**config.mk**
```make
export PLATFORM = sky130hd
export DESIGN_NAME = tcf_core
export DESIGN_NICKNAME = d
export VERILOG_FILES = /design/src/tcf_pkg.sv /design/src/tcf_core.sv /design/src/tcf_fifo.sv
export VERILOG_INCLUDE_DIRS = /design/src /design/src/src
export SDC_FILE = /design/constraint.sdc
export NUM_CORES = 1
export LEC_CHECK = 0
export BUFFER_PORTS_ARGS = -buffer_cell sky130_fd_sc_hd__buf_2
export CAP_MARGIN = 20
export CORE_MARGIN = 1
export CORE_UTILIZATION = 25
export CTS_CLUSTER_SIZE = 20
export DETAILED_ROUTE_END_ITERATION = 6
export PLACE_DENSITY = 0.42
export SLEW_MARGIN = 20
export SYNTH_ARGS = -nofsm -noshare
export SYNTH_HDL_FRONTEND = slang
export SYNTH_SLANG_ARGS = --single-unit
```
**constraint.sdc**
```tcl
create_clock -name i_clk_sys -period 11 [get_ports i_clk_sys]
set_clock_uncertainty 0.05 [all_clocks]
set_input_delay 1.1 -clock i_clk_sys [delete_from_list [all_inputs] [get_ports i_clk_sys]]
set_output_delay 1.1 -clock i_clk_sys [all_outputs]
set_load 0.005 [all_outputs]
```
**src/tcf_consts.svh**
```systemverilog
// constants for the touch coordinate filter and power block
`ifndef TCF_CONSTS_SVH
`define TCF_CONSTS_SVH
`define TCF_CMD_TOGGLE_SPD 8'ha2
`define TCF_CMD_WAKEUP 8'ha7
`define TCF_CMD_SHUTDOWN 8'ha8
`define TCF_REPLY_ACK 8'hca
`define TCF_MODE_STREAM 8'h01
`define TCF_MODE_TOUCHDOWN 8'h02
`define TCF_MODE_LIFTOFF 8'h04
`define TCF_SAMPLES_DEFAULT 8'h08
`define TCF_DELTA_DEFAULT 6'h08
`define TCF_FOCUS_DEFAULT 6'h04
`define TCF_SPD_DEFAULT 1'b1
`define TCF_IDLE_TIMEOUT_CYCLES 16'hffff
`define TCF_FIFO_DEPTH 16
`endif

```
**src/tcf_pkg.sv**
```systemverilog
// types for the touch coordinate filter and power block
package tcf_pkg;
  typedef struct packed {
    logic [9:0] x;
    logic [9:0] y;
    logic [9:0] z;
  } tcf_coord_type;
  typedef enum logic [2:0] {
    TCF_RUN = 3'b001,
    TCF_SLEEP_SELF = 3'b010,
    TCF_SLEEP_CMD = 3'b100
  } tcf_pwr_type;
endpackage : tcf_pkg

```
**src/tcf_core.sv**
```systemverilog
// touch coordinate filtering, reporting modes and standby control
`timescale 1ns/1ps
`include "tcf_consts.svh"
module tcf_core (
  input wire logic i_clk_sys,
  input wire logic i_reset,
  input wire logic i_brownout,
  input wire logic i_touch,
  input wire logic i_sample_valid,
  input wire tcf_pkg::tcf_coord_type i_sample,
  input wire logic i_rx_valid,
  input wire logic [7:0] i_rx_byte,
  input wire logic i_standby_force_n,
  input wire logic i_cfg_we,
  input wire logic [7:0] i_cfg_samples,
  input wire logic [5:0] i_cfg_delta,
  input wire logic [5:0] i_cfg_focus,
  input wire logic [7:0] i_cfg_mode,
  input wire logic i_tx_ready,
  output logic o_tx_valid,
  output tcf_pkg::tcf_coord_type o_tx_coord,
  output logic o_reply_valid,
  output logic [7:0] o_reply_byte,
  output logic o_uart_flush,
  output logic o_standby,
  output logic o_activity_indicator,
  output logic o_self_pd_en
);
  logic rst;
  tcf_pkg::tcf_pwr_type pwr;
  tcf_pkg::tcf_pwr_type next_pwr;
  logic run;
  logic [15:0] idle_cnt;
  logic force_q;
  logic [7:0] samples;
  logic [5:0] delta_lim;
  logic [5:0] focus_lim;
  logic [7:0] mode;
  logic [5:0] acc_n;
  logic [14:0] acc [3];
  logic [9:0] avg [3];
  logic avg_valid;
  logic [9:0] hist1 [2];
  logic [9:0] hist2 [2];
  logic [1:0] hist_cnt;
  logic [9:0] focus_st [2];
  logic accept;
  logic [9:0] filt [2];
  logic [9:0] filt_z;
  logic filt_valid;
  logic touch_q;
  logic first_sent;
  tcf_pkg::tcf_coord_type last_coord;
  logic have_last;
  logic fifo_in_valid;
  logic fifo_in_ready;
  tcf_pkg::tcf_coord_type fifo_in_data;
  logic fifo_out_valid;
  tcf_pkg::tcf_coord_type fifo_out_data;
  logic rx_shutdown;
  logic rx_wakeup;
  logic [2:0] log2_s;

  assign rst = i_reset || i_brownout;
  assign run = (pwr == tcf_pkg::TCF_RUN) && i_standby_force_n;
  assign rx_shutdown = i_rx_valid && i_rx_byte == `TCF_CMD_SHUTDOWN;
  assign rx_wakeup = i_rx_valid && i_rx_byte == `TCF_CMD_WAKEUP;

  // power state choice; force pin overrides everything except reset
  always_comb begin
    next_pwr = pwr;
    unique case (pwr)
      tcf_pkg::TCF_RUN: begin
        if (rx_shutdown) next_pwr = tcf_pkg::TCF_SLEEP_CMD;
        else if (o_self_pd_en && idle_cnt == `TCF_IDLE_TIMEOUT_CYCLES)
          next_pwr = tcf_pkg::TCF_SLEEP_SELF;
      end
      tcf_pkg::TCF_SLEEP_SELF: begin
        if (i_touch || i_rx_valid) next_pwr = tcf_pkg::TCF_RUN;
      end
      tcf_pkg::TCF_SLEEP_CMD: begin
        if (rx_wakeup || (o_self_pd_en && i_touch)) next_pwr = tcf_pkg::TCF_RUN;
      end
    endcase
  end

  // power state register; held while the force pin is low
  always_ff @(posedge i_clk_sys) begin
    if (rst) pwr <= tcf_pkg::TCF_RUN;
    else if (i_standby_force_n) pwr <= next_pwr;
  end

  // idle counter for self power down
  always_ff @(posedge i_clk_sys) begin
    if (rst || !run || i_touch || i_rx_valid) idle_cnt <= '0;
    else if (idle_cnt != `TCF_IDLE_TIMEOUT_CYCLES) idle_cnt <= idle_cnt + 16'h0001;
  end

  // standby outputs and uart flush on wake from command sleep or on force pin release
  always_ff @(posedge i_clk_sys) begin
    if (rst) begin
      force_q <= 1'b1;
      o_standby <= 1'b0;
      o_activity_indicator <= 1'b0;
      o_uart_flush <= 1'b0;
    end else begin
      force_q <= i_standby_force_n;
      o_standby <= !(next_pwr == tcf_pkg::TCF_RUN && i_standby_force_n);
      o_activity_indicator <= !(next_pwr == tcf_pkg::TCF_RUN && i_standby_force_n);
      o_uart_flush <= (i_standby_force_n && !force_q)
        || (pwr == tcf_pkg::TCF_SLEEP_CMD && next_pwr == tcf_pkg::TCF_RUN && i_standby_force_n);
    end
  end

  // configuration and toggle command; wakeup never answers
  always_ff @(posedge i_clk_sys) begin
    if (rst) begin
      samples <= `TCF_SAMPLES_DEFAULT;
      delta_lim <= `TCF_DELTA_DEFAULT;
      focus_lim <= `TCF_FOCUS_DEFAULT;
      mode <= `TCF_MODE_STREAM;
      o_self_pd_en <= `TCF_SPD_DEFAULT;
      o_reply_valid <= 1'b0;
      o_reply_byte <= 8'h00;
    end else begin
      o_reply_valid <= 1'b0;
      if (i_cfg_we && run) begin
        if (i_cfg_samples inside {8'h01, 8'h02, 8'h04, 8'h08, 8'h10, 8'h20}) samples <= i_cfg_samples;
        delta_lim <= i_cfg_delta;
        focus_lim <= i_cfg_focus;
        if (i_cfg_mode inside {`TCF_MODE_STREAM, `TCF_MODE_TOUCHDOWN, `TCF_MODE_LIFTOFF})
          mode <= i_cfg_mode;
      end
      if (run && i_rx_valid && i_rx_byte == `TCF_CMD_TOGGLE_SPD) begin
        o_self_pd_en <= !o_self_pd_en;
        o_reply_valid <= 1'b1;
        o_reply_byte <= `TCF_REPLY_ACK;
      end
      if (run && rx_shutdown) begin
        o_reply_valid <= 1'b1;
        o_reply_byte <= `TCF_REPLY_ACK;
      end
    end
  end

  // shift amount for the averaging divide
  always_comb begin
    log2_s = 3'd0;
    for (int k = 0; k < 6; k++) begin
      if (samples[k]) log2_s = 3'(k);
    end
  end

  // oversampling accumulators, one per axis
  generate
    for (genvar a = 0; a < 3; a++) begin : g_acc
      logic [9:0] in_v;
      logic [14:0] sum;
      assign in_v = (a == 0) ? i_sample.x : (a == 1) ? i_sample.y : i_sample.z;
      assign sum = acc[a] + {5'h00, in_v};
      always_ff @(posedge i_clk_sys) begin
        // cleared on lift as well, so a partial sum never leaks into the next touch
        if (rst || !run || !i_touch) begin
          acc[a] <= '0;
          avg[a] <= '0;
        end else if (i_sample_valid && i_touch) begin
          if (acc_n + 6'h01 == samples[5:0]) begin
            acc[a] <= '0;
            avg[a] <= 10'(sum >> log2_s);
          end else begin
            acc[a] <= sum;
          end
        end
      end
    end
  endgenerate

  // sample counter and average strobe
  always_ff @(posedge i_clk_sys) begin
    if (rst || !run || !i_touch) begin
      acc_n <= '0;
      avg_valid <= 1'b0;
    end else begin
      avg_valid <= 1'b0;
      if (i_sample_valid) begin
        if (acc_n + 6'h01 == samples[5:0]) begin
          acc_n <= '0;
          avg_valid <= 1'b1;
        end else begin
          acc_n <= acc_n + 6'h01;
        end
      end
    end
  end

  // delta prediction test, accepted only if both axes fit
  always_comb begin
    accept = 1'b1;
    for (int a = 0; a < 2; a++) begin
      logic signed [12:0] pred;
      logic signed [12:0] dev;
      pred = 13'(2 * $signed({3'b000, hist1[a]})) - $signed({3'b000, hist2[a]});
      dev = $signed({3'b000, avg[a]}) - pred;
      if (dev < 0) dev = -dev;
      if (hist_cnt == 2'd2 && dev > $signed({7'h00, delta_lim})) accept = 1'b0;
    end
  end

  // per axis history and focus filter
  generate
    for (genvar a = 0; a < 2; a++) begin : g_axis
      logic [9:0] diff;
      assign diff = (avg[a] > focus_st[a]) ? avg[a] - focus_st[a] : focus_st[a] - avg[a];
      always_ff @(posedge i_clk_sys) begin
        if (rst || !run || (touch_q && !i_touch)) begin
          hist1[a] <= '0;
          hist2[a] <= '0;
          focus_st[a] <= '0;
          filt[a] <= '0;
        end else if (avg_valid) begin
          hist2[a] <= hist1[a];
          hist1[a] <= avg[a];
          if (accept) begin
            if (focus_lim == 6'h00 || !first_sent || diff >= {4'h0, focus_lim}) begin
              focus_st[a] <= avg[a];
              filt[a] <= avg[a];
            end else begin
              filt[a] <= focus_st[a];
            end
          end
        end
      end
    end
  endgenerate

  // filter output strobe and history depth
  always_ff @(posedge i_clk_sys) begin
    if (rst || !run || (touch_q && !i_touch)) begin
      filt_valid <= 1'b0;
      filt_z <= '0;
      hist_cnt <= '0;
      first_sent <= 1'b0;
    end else begin
      filt_valid <= avg_valid && accept;
      if (avg_valid && hist_cnt != 2'd2) hist_cnt <= hist_cnt + 2'd1;
      if (avg_valid && accept) begin
        filt_z <= avg[2];
        first_sent <= 1'b1;
      end
    end
  end

  // reporting mode selects what enters the transmit fifo
  always_ff @(posedge i_clk_sys) begin
    if (rst) begin
      touch_q <= 1'b0;
      have_last <= 1'b0;
      last_coord <= '0;
    end else begin
      touch_q <= i_touch && run;
      if (filt_valid) begin
        last_coord <= '{x: filt[0], y: filt[1], z: filt_z};
        have_last <= 1'b1;
      end else if (!i_touch || !run) begin
        have_last <= 1'b0;
      end
    end
  end

  // fifo entry; touchdown sends only the first filtered coordinate
  always_comb begin
    fifo_in_valid = 1'b0;
    fifo_in_data = '{x: filt[0], y: filt[1], z: filt_z};
    if (run) begin
      if (mode == `TCF_MODE_STREAM) fifo_in_valid = filt_valid;
      else if (mode == `TCF_MODE_TOUCHDOWN) fifo_in_valid = filt_valid && !have_last;
      else if (touch_q && !i_touch && have_last) begin
        fifo_in_valid = 1'b1;
        fifo_in_data = last_coord;
      end
    end
  end

  tcf_fifo #(
    .WIDTH($bits(tcf_pkg::tcf_coord_type)),
    .DEPTH(`TCF_FIFO_DEPTH)
  ) u_fifo (
    .i_clk_sys(i_clk_sys),
    .i_reset(rst),
    .i_flush(o_uart_flush),
    .i_in_valid(fifo_in_valid),
    .o_in_ready(fifo_in_ready),
    .i_in_data(fifo_in_data),
    .o_out_valid(fifo_out_valid),
    .i_out_ready(i_tx_ready && !o_tx_valid && run),
    .o_out_data(fifo_out_data)
  );

  // transmit register; drops a new coordinate when the fifo is full
  always_ff @(posedge i_clk_sys) begin
    if (rst || o_uart_flush) begin
      o_tx_valid <= 1'b0;
      o_tx_coord <= '0;
    end else if (o_tx_valid) begin
      if (i_tx_ready) o_tx_valid <= 1'b0;
    end else if (fifo_out_valid && i_tx_ready && run) begin
      o_tx_valid <= 1'b1;
      o_tx_coord <= fifo_out_data;
    end
  end

  a_indicator_stby: assert property (@(posedge i_clk_sys) disable iff (rst)
    !i_standby_force_n |=> o_activity_indicator) else $error("indicator low in standby");
  a_shutdown_ack: assert property (@(posedge i_clk_sys) disable iff (rst)
    run && rx_shutdown |=> o_reply_valid && o_reply_byte == `TCF_REPLY_ACK) else $error("no ack");
  a_shutdown_sleep: assert property (@(posedge i_clk_sys) disable iff (rst)
    run && rx_shutdown |=> pwr == tcf_pkg::TCF_SLEEP_CMD) else $error("no sleep");
  a_force_hold: assert property (@(posedge i_clk_sys) disable iff (rst)
    !i_standby_force_n |=> $stable(pwr)) else $error("state moved under force");
  a_force_flush: assert property (@(posedge i_clk_sys) disable iff (rst)
    $rose(i_standby_force_n) |=> o_uart_flush) else $error("no flush on release");
  a_cmd_wake: assert property (@(posedge i_clk_sys) disable iff (rst)
    pwr == tcf_pkg::TCF_SLEEP_CMD && !o_self_pd_en && !rx_wakeup && i_standby_force_n
    |=> pwr == tcf_pkg::TCF_SLEEP_CMD) else $error("woke without wakeup");
  a_self_wake: assert property (@(posedge i_clk_sys) disable iff (rst)
    pwr == tcf_pkg::TCF_SLEEP_SELF && i_touch && i_standby_force_n |=> pwr == tcf_pkg::TCF_RUN)
    else $error("no wake on touch");
  a_stream_out: assert property (@(posedge i_clk_sys) disable iff (rst)
    run && mode == `TCF_MODE_STREAM && filt_valid && fifo_in_ready |-> fifo_in_valid)
    else $error("stream lost coord");
endmodule : tcf_core

```
**src/tcf_fifo.sv**
```systemverilog
// parameterised flip-flop fifo with valid/ready on both sides
`timescale 1ns/1ps
module tcf_fifo #(
  parameter int WIDTH = 30,
  parameter int DEPTH = 16
) (
  input wire logic i_clk_sys,
  input wire logic i_reset,
  input wire logic i_flush,
  input wire logic i_in_valid,
  output logic o_in_ready,
  input wire logic [WIDTH-1:0] i_in_data,
  output logic o_out_valid,
  input wire logic i_out_ready,
  output logic [WIDTH-1:0] o_out_data
);
  localparam int AW = $clog2(DEPTH);
  logic [WIDTH-1:0] mem [DEPTH];
  logic [AW-1:0] wr_ptr;
  logic [AW-1:0] rd_ptr;
  logic [AW:0] count;
  logic push;
  logic pop;
  assign o_in_ready = (count != DEPTH[AW:0]);
  assign o_out_valid = (count != '0);
  assign o_out_data = mem[rd_ptr];
  assign push = i_in_valid && o_in_ready;
  assign pop = o_out_valid && i_out_ready;
  // storage write
  always_ff @(posedge i_clk_sys) begin
    if (push) begin
      mem[wr_ptr] <= i_in_data;
    end
  end
  // pointers and occupancy; flush empties at once
  always_ff @(posedge i_clk_sys) begin
    if (i_reset || i_flush) begin
      wr_ptr <= '0;
      rd_ptr <= '0;
      count <= '0;
    end else begin
      if (push) wr_ptr <= (wr_ptr == AW'(DEPTH - 1)) ? '0 : wr_ptr + 1'b1;
      if (pop) rd_ptr <= (rd_ptr == AW'(DEPTH - 1)) ? '0 : rd_ptr + 1'b1;
      count <= count + (AW+1)'(push) - (AW+1)'(pop);
    end
  end
endmodule : tcf_fifo

```
==> summary.md, run 1 <==
| Metric | Value |
|---|---|
| Status | completed |
| DRT antenna net count | 0 |
| Final setup TNS | 0 ps |
| FFs w/ async S/R, synth | 0 |
| CP peak stage delay | 560 ps |
| DR vias/cell | 4.54 |
| Synth area leader | edfxtp_1 |
| Max-slew headroom | 0.265 |
| Final-report max-slew violation count | 0 |
| Synth Cell Area | 37600 um^2 |
| Area growth syn-to-layout | 15.9% |
| Drc violations | 0 |
| EDFF count, synth | 635 |
| RD Place Congestion | 0.771 |
| Crit start category | flop |
| Initial antenna violation count | 1 |
| Req. time, crit path | 11430 ps |
| Die Area | 152000 um^2 |
| #FFs+latches synth | 783 |
| Period utilization | 0.631 |
| Sink Count | 783 |
| Die X | 390 um |
| CP Data Arrival Time | 7370 ps |
| Clock transition at path regs | 60 ps |
| Hpwl dp | 62900 um |
| Total track usage | 0.130 |
| Die height | 390 um |
| Largest cells by area after synthesis | edfxtp_1, mux4_2, dfxtp_1 |
| Leading cell type in the layout, fill and taps excluded | edfxtp_1 |
| Peak supply drop | 0.105 mV |
| Final hold violation count | 0 |
| RSZ-0062 raised after global routing | no |
| Grt total ovfl | 0 |
| HP Class | flop to flop |
| Reg area | 22000 um^2 |
| Crit end category | flop |
| Post-route cell area | 43600 um^2 |
| PortBufs | 114 |
| # setup viols final | 0 |
| H-tree lvl count | 3 |
| Max Fclk | 0.144 GHz |
| WL per Instance | 19.5 um |
| Worst path slowest cell | a2111oi_0 |
| Post-synthesis instance total | 2861 |
| Top-area cell type share of the netlist area | 0.507 |
| Core area | 149000 um^2 |
| Ports | 119 |
| Layout cells sized above 1 | 0.177 |
| Crit-path max FO | 31 |
| Synth cell types | 89 |
| Detailed-route wire length | 98700 um |
| Row count | 141 |
| Final net count | 3211 |
| Area of the multi-input gates | 14600 um^2 |
| Post CTS Setup Buffer Count | 0 |
| Pwr/cell area | 158 nW/um^2 |
| TritonCTS buffer count | 90 |
| Placed inst area | 40600 um^2 |
| Design Power | 6.90 mW |
| Vias | 22945 |
| Seq/Total Area, Yosys | 0.586 |
| Clock tree buffer depth | 3 |
| Clock latency on the worst-skew pair | 690 ps |
| Avg Cell Area, Syn | 13.1 um^2 |
| Pin count of the biggest net entering global routing | 65 |
| Post-CTS Hold Fix Bufs | 0 |
| Worst-Margin Slew | 1100 ps |
| Number of fillers in the final layout | 15209 |
| Main synth FF type | edfxtp_1 |
| Yosys warnings | 0 |
| First-pass GRT wire length | 150000 um |
| Most frequent cells in the layout | edfxtp_1, nor2_1, nand2_1, a21oi_1, mux4_2 |
| Post-CTS Resized | 0 |
| Max Cap Viol | 0 |
| First-pass DRT Iterations | 5 |
| Fin crit period | 6940 ps |
| Setup CP Type | flop to flop |
| Starting density of the core | 0.253 |
| P_leak | 15.7 nW |
| CTS tree | yes |
| Initial DRC count | 1379 |
| Vias in the first global route | 23362 |
| Clock Tree Root | clkbuf_16 |
| Most frequent cell on the critical path | ha_1 |
[Yosys cell counts, types with 19 or more instances]
library cell	n
a21oi_1	163
nor2b_1	50
and3_1	49
dfxtp_1	148
nand3_1	42
a211oi_1	37
o21ai_0	85
a21o_1	34
xnor2_1	64
clkbuf_1	96
ha_1	146
xor2_1	58
buf_1	22
o211ai_1	19
inv_1	142
mux2_2	36
nor3_1	41
and2_1	27
mux4_2	150
nor2_1	253
nand2_1	211
mux2i_1	74
nand2b_1	29
edfxtp_1	635
[cells by family (layout without fill, tap and decap cells)]
group | after synthesis | after routing | synth area share
adder cells (fa/ha/maj) | 159 | 159 | 0.0552
AO/OA/AOI/OAI | 466 | 466 | 0.0803
multiplexers | 260 | 260 | 0.120
flip-flops | 783 | 783 | 0.586
buffers and inverters | 280 | 467 | 0.0294
AND/OR/NAND/NOR | 790 | 790 | 0.101
other | 1 | 6 | 0.0000997
XOR/XNOR | 122 | 122 | 0.0284
[report_power, final]
group / internal [mW] / total, mW / switching, mW
Combinational: 0.269 / 0.658 / 0.389
Clock: 1.76 / 3.03 / 1.26
Sequential: 3.20 / 3.22 / 0.0196
Total: 5.23 / 6.90 / 1.67
[layer usage]
layer,vias to the layer above,wire length [um],share of wire,global-route usage
li1,10966,-,-,-
met1,11494,47300,0.48,0.181
met2,363,45700,0.46,0.210
met3,122,3560,0.036,0.0212
met4,0,2110,0.021,0.0322
met5,-,0,0,0
[sequential cells by signal (all words and copies together) (netlist names), 8 cells and up]
name	count
u_fifo.mem	480
idle_cnt	16
hist1	20
hist2	20
mode	8
avg	30
focus_st	20
o_tx_coord	30
filt	20
acc	45
filt_z	10
last_coord	30
[through the flow]
step,setup WS (ps),hold WS [ps],util,std cells
final,4060,398,0.294,5055
after floorplan,4880,380,-,2864
after CTS,4140,401,0.293,5052
after global routing,3530,415,0.294,5054
after detailed placement,4230,393,0.273,4887
after global placement,4180,389,0.273,4887
[cell type report]
| cell class | count | share of cell area |
|---|---|---|
| inverters | 143 | 0.0123 |
| multi-input cells | 1801 | 0.336 |
| clock buffers | 126 | 0.0576 |
| repair buffers | 159 | 0.0208 |
| diodes | 2 | 0.000115 |
| clock inverters | 39 | 0.0105 |
| well taps | 2002 | 0.0574 |
| flip-flops and latches | 783 | 0.505 |
[worst max-delay path, delay by kind of cell (launching register included)]
| kind | cells | cell delay [ps] |
|---|---|---|
| AOI/OAI and AO/OA | 12 | 2800 |
| and+or+nand+nor | 9 | 2190 |
| buffers and inverters | 1 | 80 |
| DFF | 1 | 420 |
| adders and majority gates | 3 | 860 |
| xor gates and xnor gates | 2 | 330 |
[final timing paths]
path                                      from        endpoint  slack (ps)  depth (start not counted)
worst max-delay path               hist2[1][1]  focus_st[1][9]        4060                         27
worst min-delay path            o_tx_coord[22]  o_tx_coord[22]         400                          2
worst max register to register     hist2[1][1]  focus_st[1][9]        4060                         27
worst min register to register  o_tx_coord[22]  o_tx_coord[22]         400                          2
Power figures use the tool's default switching activity.
==> inputs of run 2 (changes only) <==
--- a/config.mk
+++ b/config.mk
@@ -6,6 +6,7 @@
 export SDC_FILE = /design/constraint.sdc
 export NUM_CORES = 1
 export LEC_CHECK = 0
+export ABC_AREA = 1
 export BUFFER_PORTS_ARGS = -buffer_cell sky130_fd_sc_hd__buf_2
 export CAP_MARGIN = 20
 export CORE_MARGIN = 1
==> constraint.sdc (replaced) <==
create_clock -name i_clk_sys -period 7.2 [get_ports i_clk_sys]
set_clock_uncertainty 0.05 [all_clocks]
set_input_delay 0.72 -clock i_clk_sys [delete_from_list [all_inputs] [get_ports i_clk_sys]]
set_output_delay 0.72 -clock i_clk_sys [all_outputs]
set_load 0.005 [all_outputs]
==> run 2 against run 1 <==
  * Die area up 1.8%
  * Sequential power up 53%
  * Total power up 50%
  * Clock power up 46%
  * Register-to-register slack worse by 2600 ps
  * Final cell count up 20%
==> summary.md, run 2 <==
| Metric | Value |
|---|---|
| Req. time, crit path | 7490 ps |
| Max Cap Viol | 0 |
| Final net count | 4218 |
| RSZ-0062 raised after global routing | no |
| Post-CTS Resized | 0 |
| Grt total ovfl | 0 |
| Worst path slowest cell | a21oi_2 |
| Initial antenna violation count | 2 |
| Die Area | 155000 um^2 |
| # setup viols final | 0 |
| Max FFs per register | 480 |
| Setup CP Type | flop to flop |
| Initial DRC count | 1770 |
| Top-area cell type share of the netlist area | 0.498 |
| Drc violations | 0 |
| Die X | 393 um |
| Avg Cell Area, Syn | 9.84 um^2 |
| Clock Tree Root | clkbuf_16 |
| Commonest cells in the synthesized netlist | edfxtp_1, nand2_1, nor2_1 |
| Most frequent cells in the layout | edfxtp_1, nand2_1, nor2_1, o21ai_0, inv_1 |
| CP peak stage delay | 470 ps |
| #FFs+latches synth | 783 |
| P_leak | 17.2 nW |
| R2R Path Start | hist1[0][1] |
| Post CTS Setup Buffer Count | 0 |
| Post-route cell area | 44100 um^2 |
| Synth cell types | 68 |
| TritonCTS buffer count | 87 |
| CTS tree | yes |
| CP Data Arrival Time | 6040 ps |
| Synth Cell Area | 38300 um^2 |
| Sink Count | 783 |
| Worst R2R End | focus_st[1][2] |
| Crit path max-delay family | compound AO/OA/AOI/OAI gates |
| Die height | 393 um |
| WL per Instance | 18.2 um |
| Worst-Margin Slew | 1060 ps |
| Biggest register | u_fifo.mem |
| Worst setup endpoint | focus_st[1][2] |
| Seq/Total Area, Yosys | 0.575 |
| Post-synthesis instance total | 3890 |
| Largest cells by area after synthesis | edfxtp_1, dfxtp_1, o21ai_0 |
| Hpwl dp | 67900 um |
| Clock tree buffer depth | 3 |
| Detailed-route wire length | 111000 um |
| Synth area leader | edfxtp_1 |
| First-pass DRT Iterations | 5 |
| Design Power | 10.4 mW |
| Crit path depth | 33 |
| Max-slew headroom | 0.291 |
| Vias in the first global route | 26805 |
| Final Non-Filler Cells | 6091 |
| Clock latency on the worst-skew pair | 700 ps |
| First-pass GRT wire length | 168000 um |
| Total track usage | 0.141 |
| DRT antenna net count | 0 |
| Area growth syn-to-layout | 15.3% |
| Most numerous cell in the Yosys netlist | edfxtp_1 |
| Max Fclk | 0.174 GHz |
| Core area | 152000 um^2 |
| Period utilization | 0.799 |
| Clock transition at path regs | 60 ps |
| Status | completed |
| Peak supply drop | 0.183 mV |
| Pwr/cell area | 235 nW/um^2 |
| Vias | 27511 |
| Fin crit period | 5750 ps |
| Placed cells | 5926 |
| Crit start category | flop |
| CP bufs+invs | 3 |
| Crit-path max FO | 52 |
| FFs w/ async S/R, synth | 0 |
| Crit. Startpoint | hist1[0][1] |
| WHS | 228 ps |
| HP Class | input pin to flop |
| DR vias/cell | 4.52 |
| FF-to-FF path depth | 33 |
| Final hold violation count | 0 |
| Most frequent cell on the critical path | nor2_1 |
| Row count | 143 |
| Post-CTS Hold Fix Bufs | 0 |
| Ports | 119 |
| RD Place Congestion | 0.838 |
| Main synth FF type | edfxtp_1 |
| PortBufs | 114 |
| Layout cells sized above 1 | 0.106 |
| Final-report max-slew violation count | 0 |
| Leading cell type in the layout, fill and taps excluded | edfxtp_1 |
| Crit end category | flop |
| H-tree lvl count | 3 |
| Yosys warnings | 0 |
| Placed inst area | 41300 um^2 |
| EDFF count, synth | 635 |
| Biggest regs | u_fifo.mem x480, acc x45 |
| Starting density of the core | 0.252 |
| Pin count of the biggest net entering global routing | 148 |
| Final setup TNS | 0 ps |
| Reg-to-reg slack, setup | 1450 ps |
[run 2: changes by cell type after synthesis, moves of 49 or more]
cell	previous run	this run
and3_1	49	0
clkbuf_1	96	148
inv_1	142	424
mux2i_1	74	2
mux4_2	150	0
nand2_1	211	537
nand3_1	42	135
nor2_1	253	481
nor2b_1	50	0
o21ai_0	85	453
o221ai_1	0	49
o22ai_1	11	85
[run 2: cell families (layout without fill, tap and decap cells)]
| logic type | Yosys count | after routing | synth area share |
|---|---|---|---|
| simple gates | 1299 | 1299 | 0.147 |
| compound gates | 915 | 915 | 0.136 |
| flops | 783 | 783 | 0.575 |
| buf+inv | 638 | 805 | 0.0659 |
| fa+ha+maj | 158 | 158 | 0.0540 |
| xor+xnor | 92 | 92 | 0.0210 |
| mux | 4 | 4 | 0.00111 |
| other cells | 1 | 5 | 0.0000979 |
[run 2: worst register-to-register path: cells and delay by family, from the launching register on]
kind / cells / cell delay, ps
AO/OA/AOI/OAI: 10 / 1770
XOR/XNOR: 2 / 340
adder cells (fa/ha/maj): 3 / 920
buffers and inverters: 3 / 200
flip-flops: 1 / 380
AND/OR/NAND/NOR: 15 / 1760
[run 2: stage by stage]
stage / setup slack [ps] / util
2_1_floorplan: 2240 / -
5_1_grt: 833 / 0.291
6_report: 1450 / 0.291
3_5_place_dp: 1420 / 0.272
3_3_place_gp: 1350 / 0.272
4_1_cts: 1440 / 0.290
[run 2: routing by layer]
layer | up-vias | GRT usage | wire length (um)
met1 | 13169 | 0.194 | 53100
met5 | - | 0 | 0
met4 | 0 | 0.0408 | 2900
li1 | 13717 | - | -
met3 | 141 | 0.0223 | 4380
met2 | 484 | 0.229 | 50800
[run 2: cell type report]
type	instances	area (um^2)
Tap cell	2030	2540
Fill cell	15941	108000
Multi-Input combinational cell	2472	13900
Antenna cell	1	2.50
Sequential cell	783	22000
Clock inverter	42	404
Clock buffer	122	2390
Inverter	455	1720
Timing Repair Buffer	186	1110
[run 2: worst min path at each step]
stage / start / end / slack [ps] / cells past startpoint
final: i_cfg_delta[3] / delta_lim[3] / 230 / 3
after detailed placement: force_q / o_uart_flush / 360 / 1
after global placement: force_q / o_uart_flush / 360 / 1
after global routing: i_cfg_delta[3] / delta_lim[3] / 210 / 3
after CTS: i_cfg_delta[3] / delta_lim[3] / 170 / 3
after floorplan: force_q / o_uart_flush / 340 / 1
[run 2: where the power goes]
group | total [mW] | internal, mW | leakage [nW] | switching [mW]
registers | 4.92 | 4.89 | 7.49 | 0.0298
logic | 1.05 | 0.371 | 8.37 | 0.676
clock network | 4.43 | 2.49 | 1.36 | 1.94
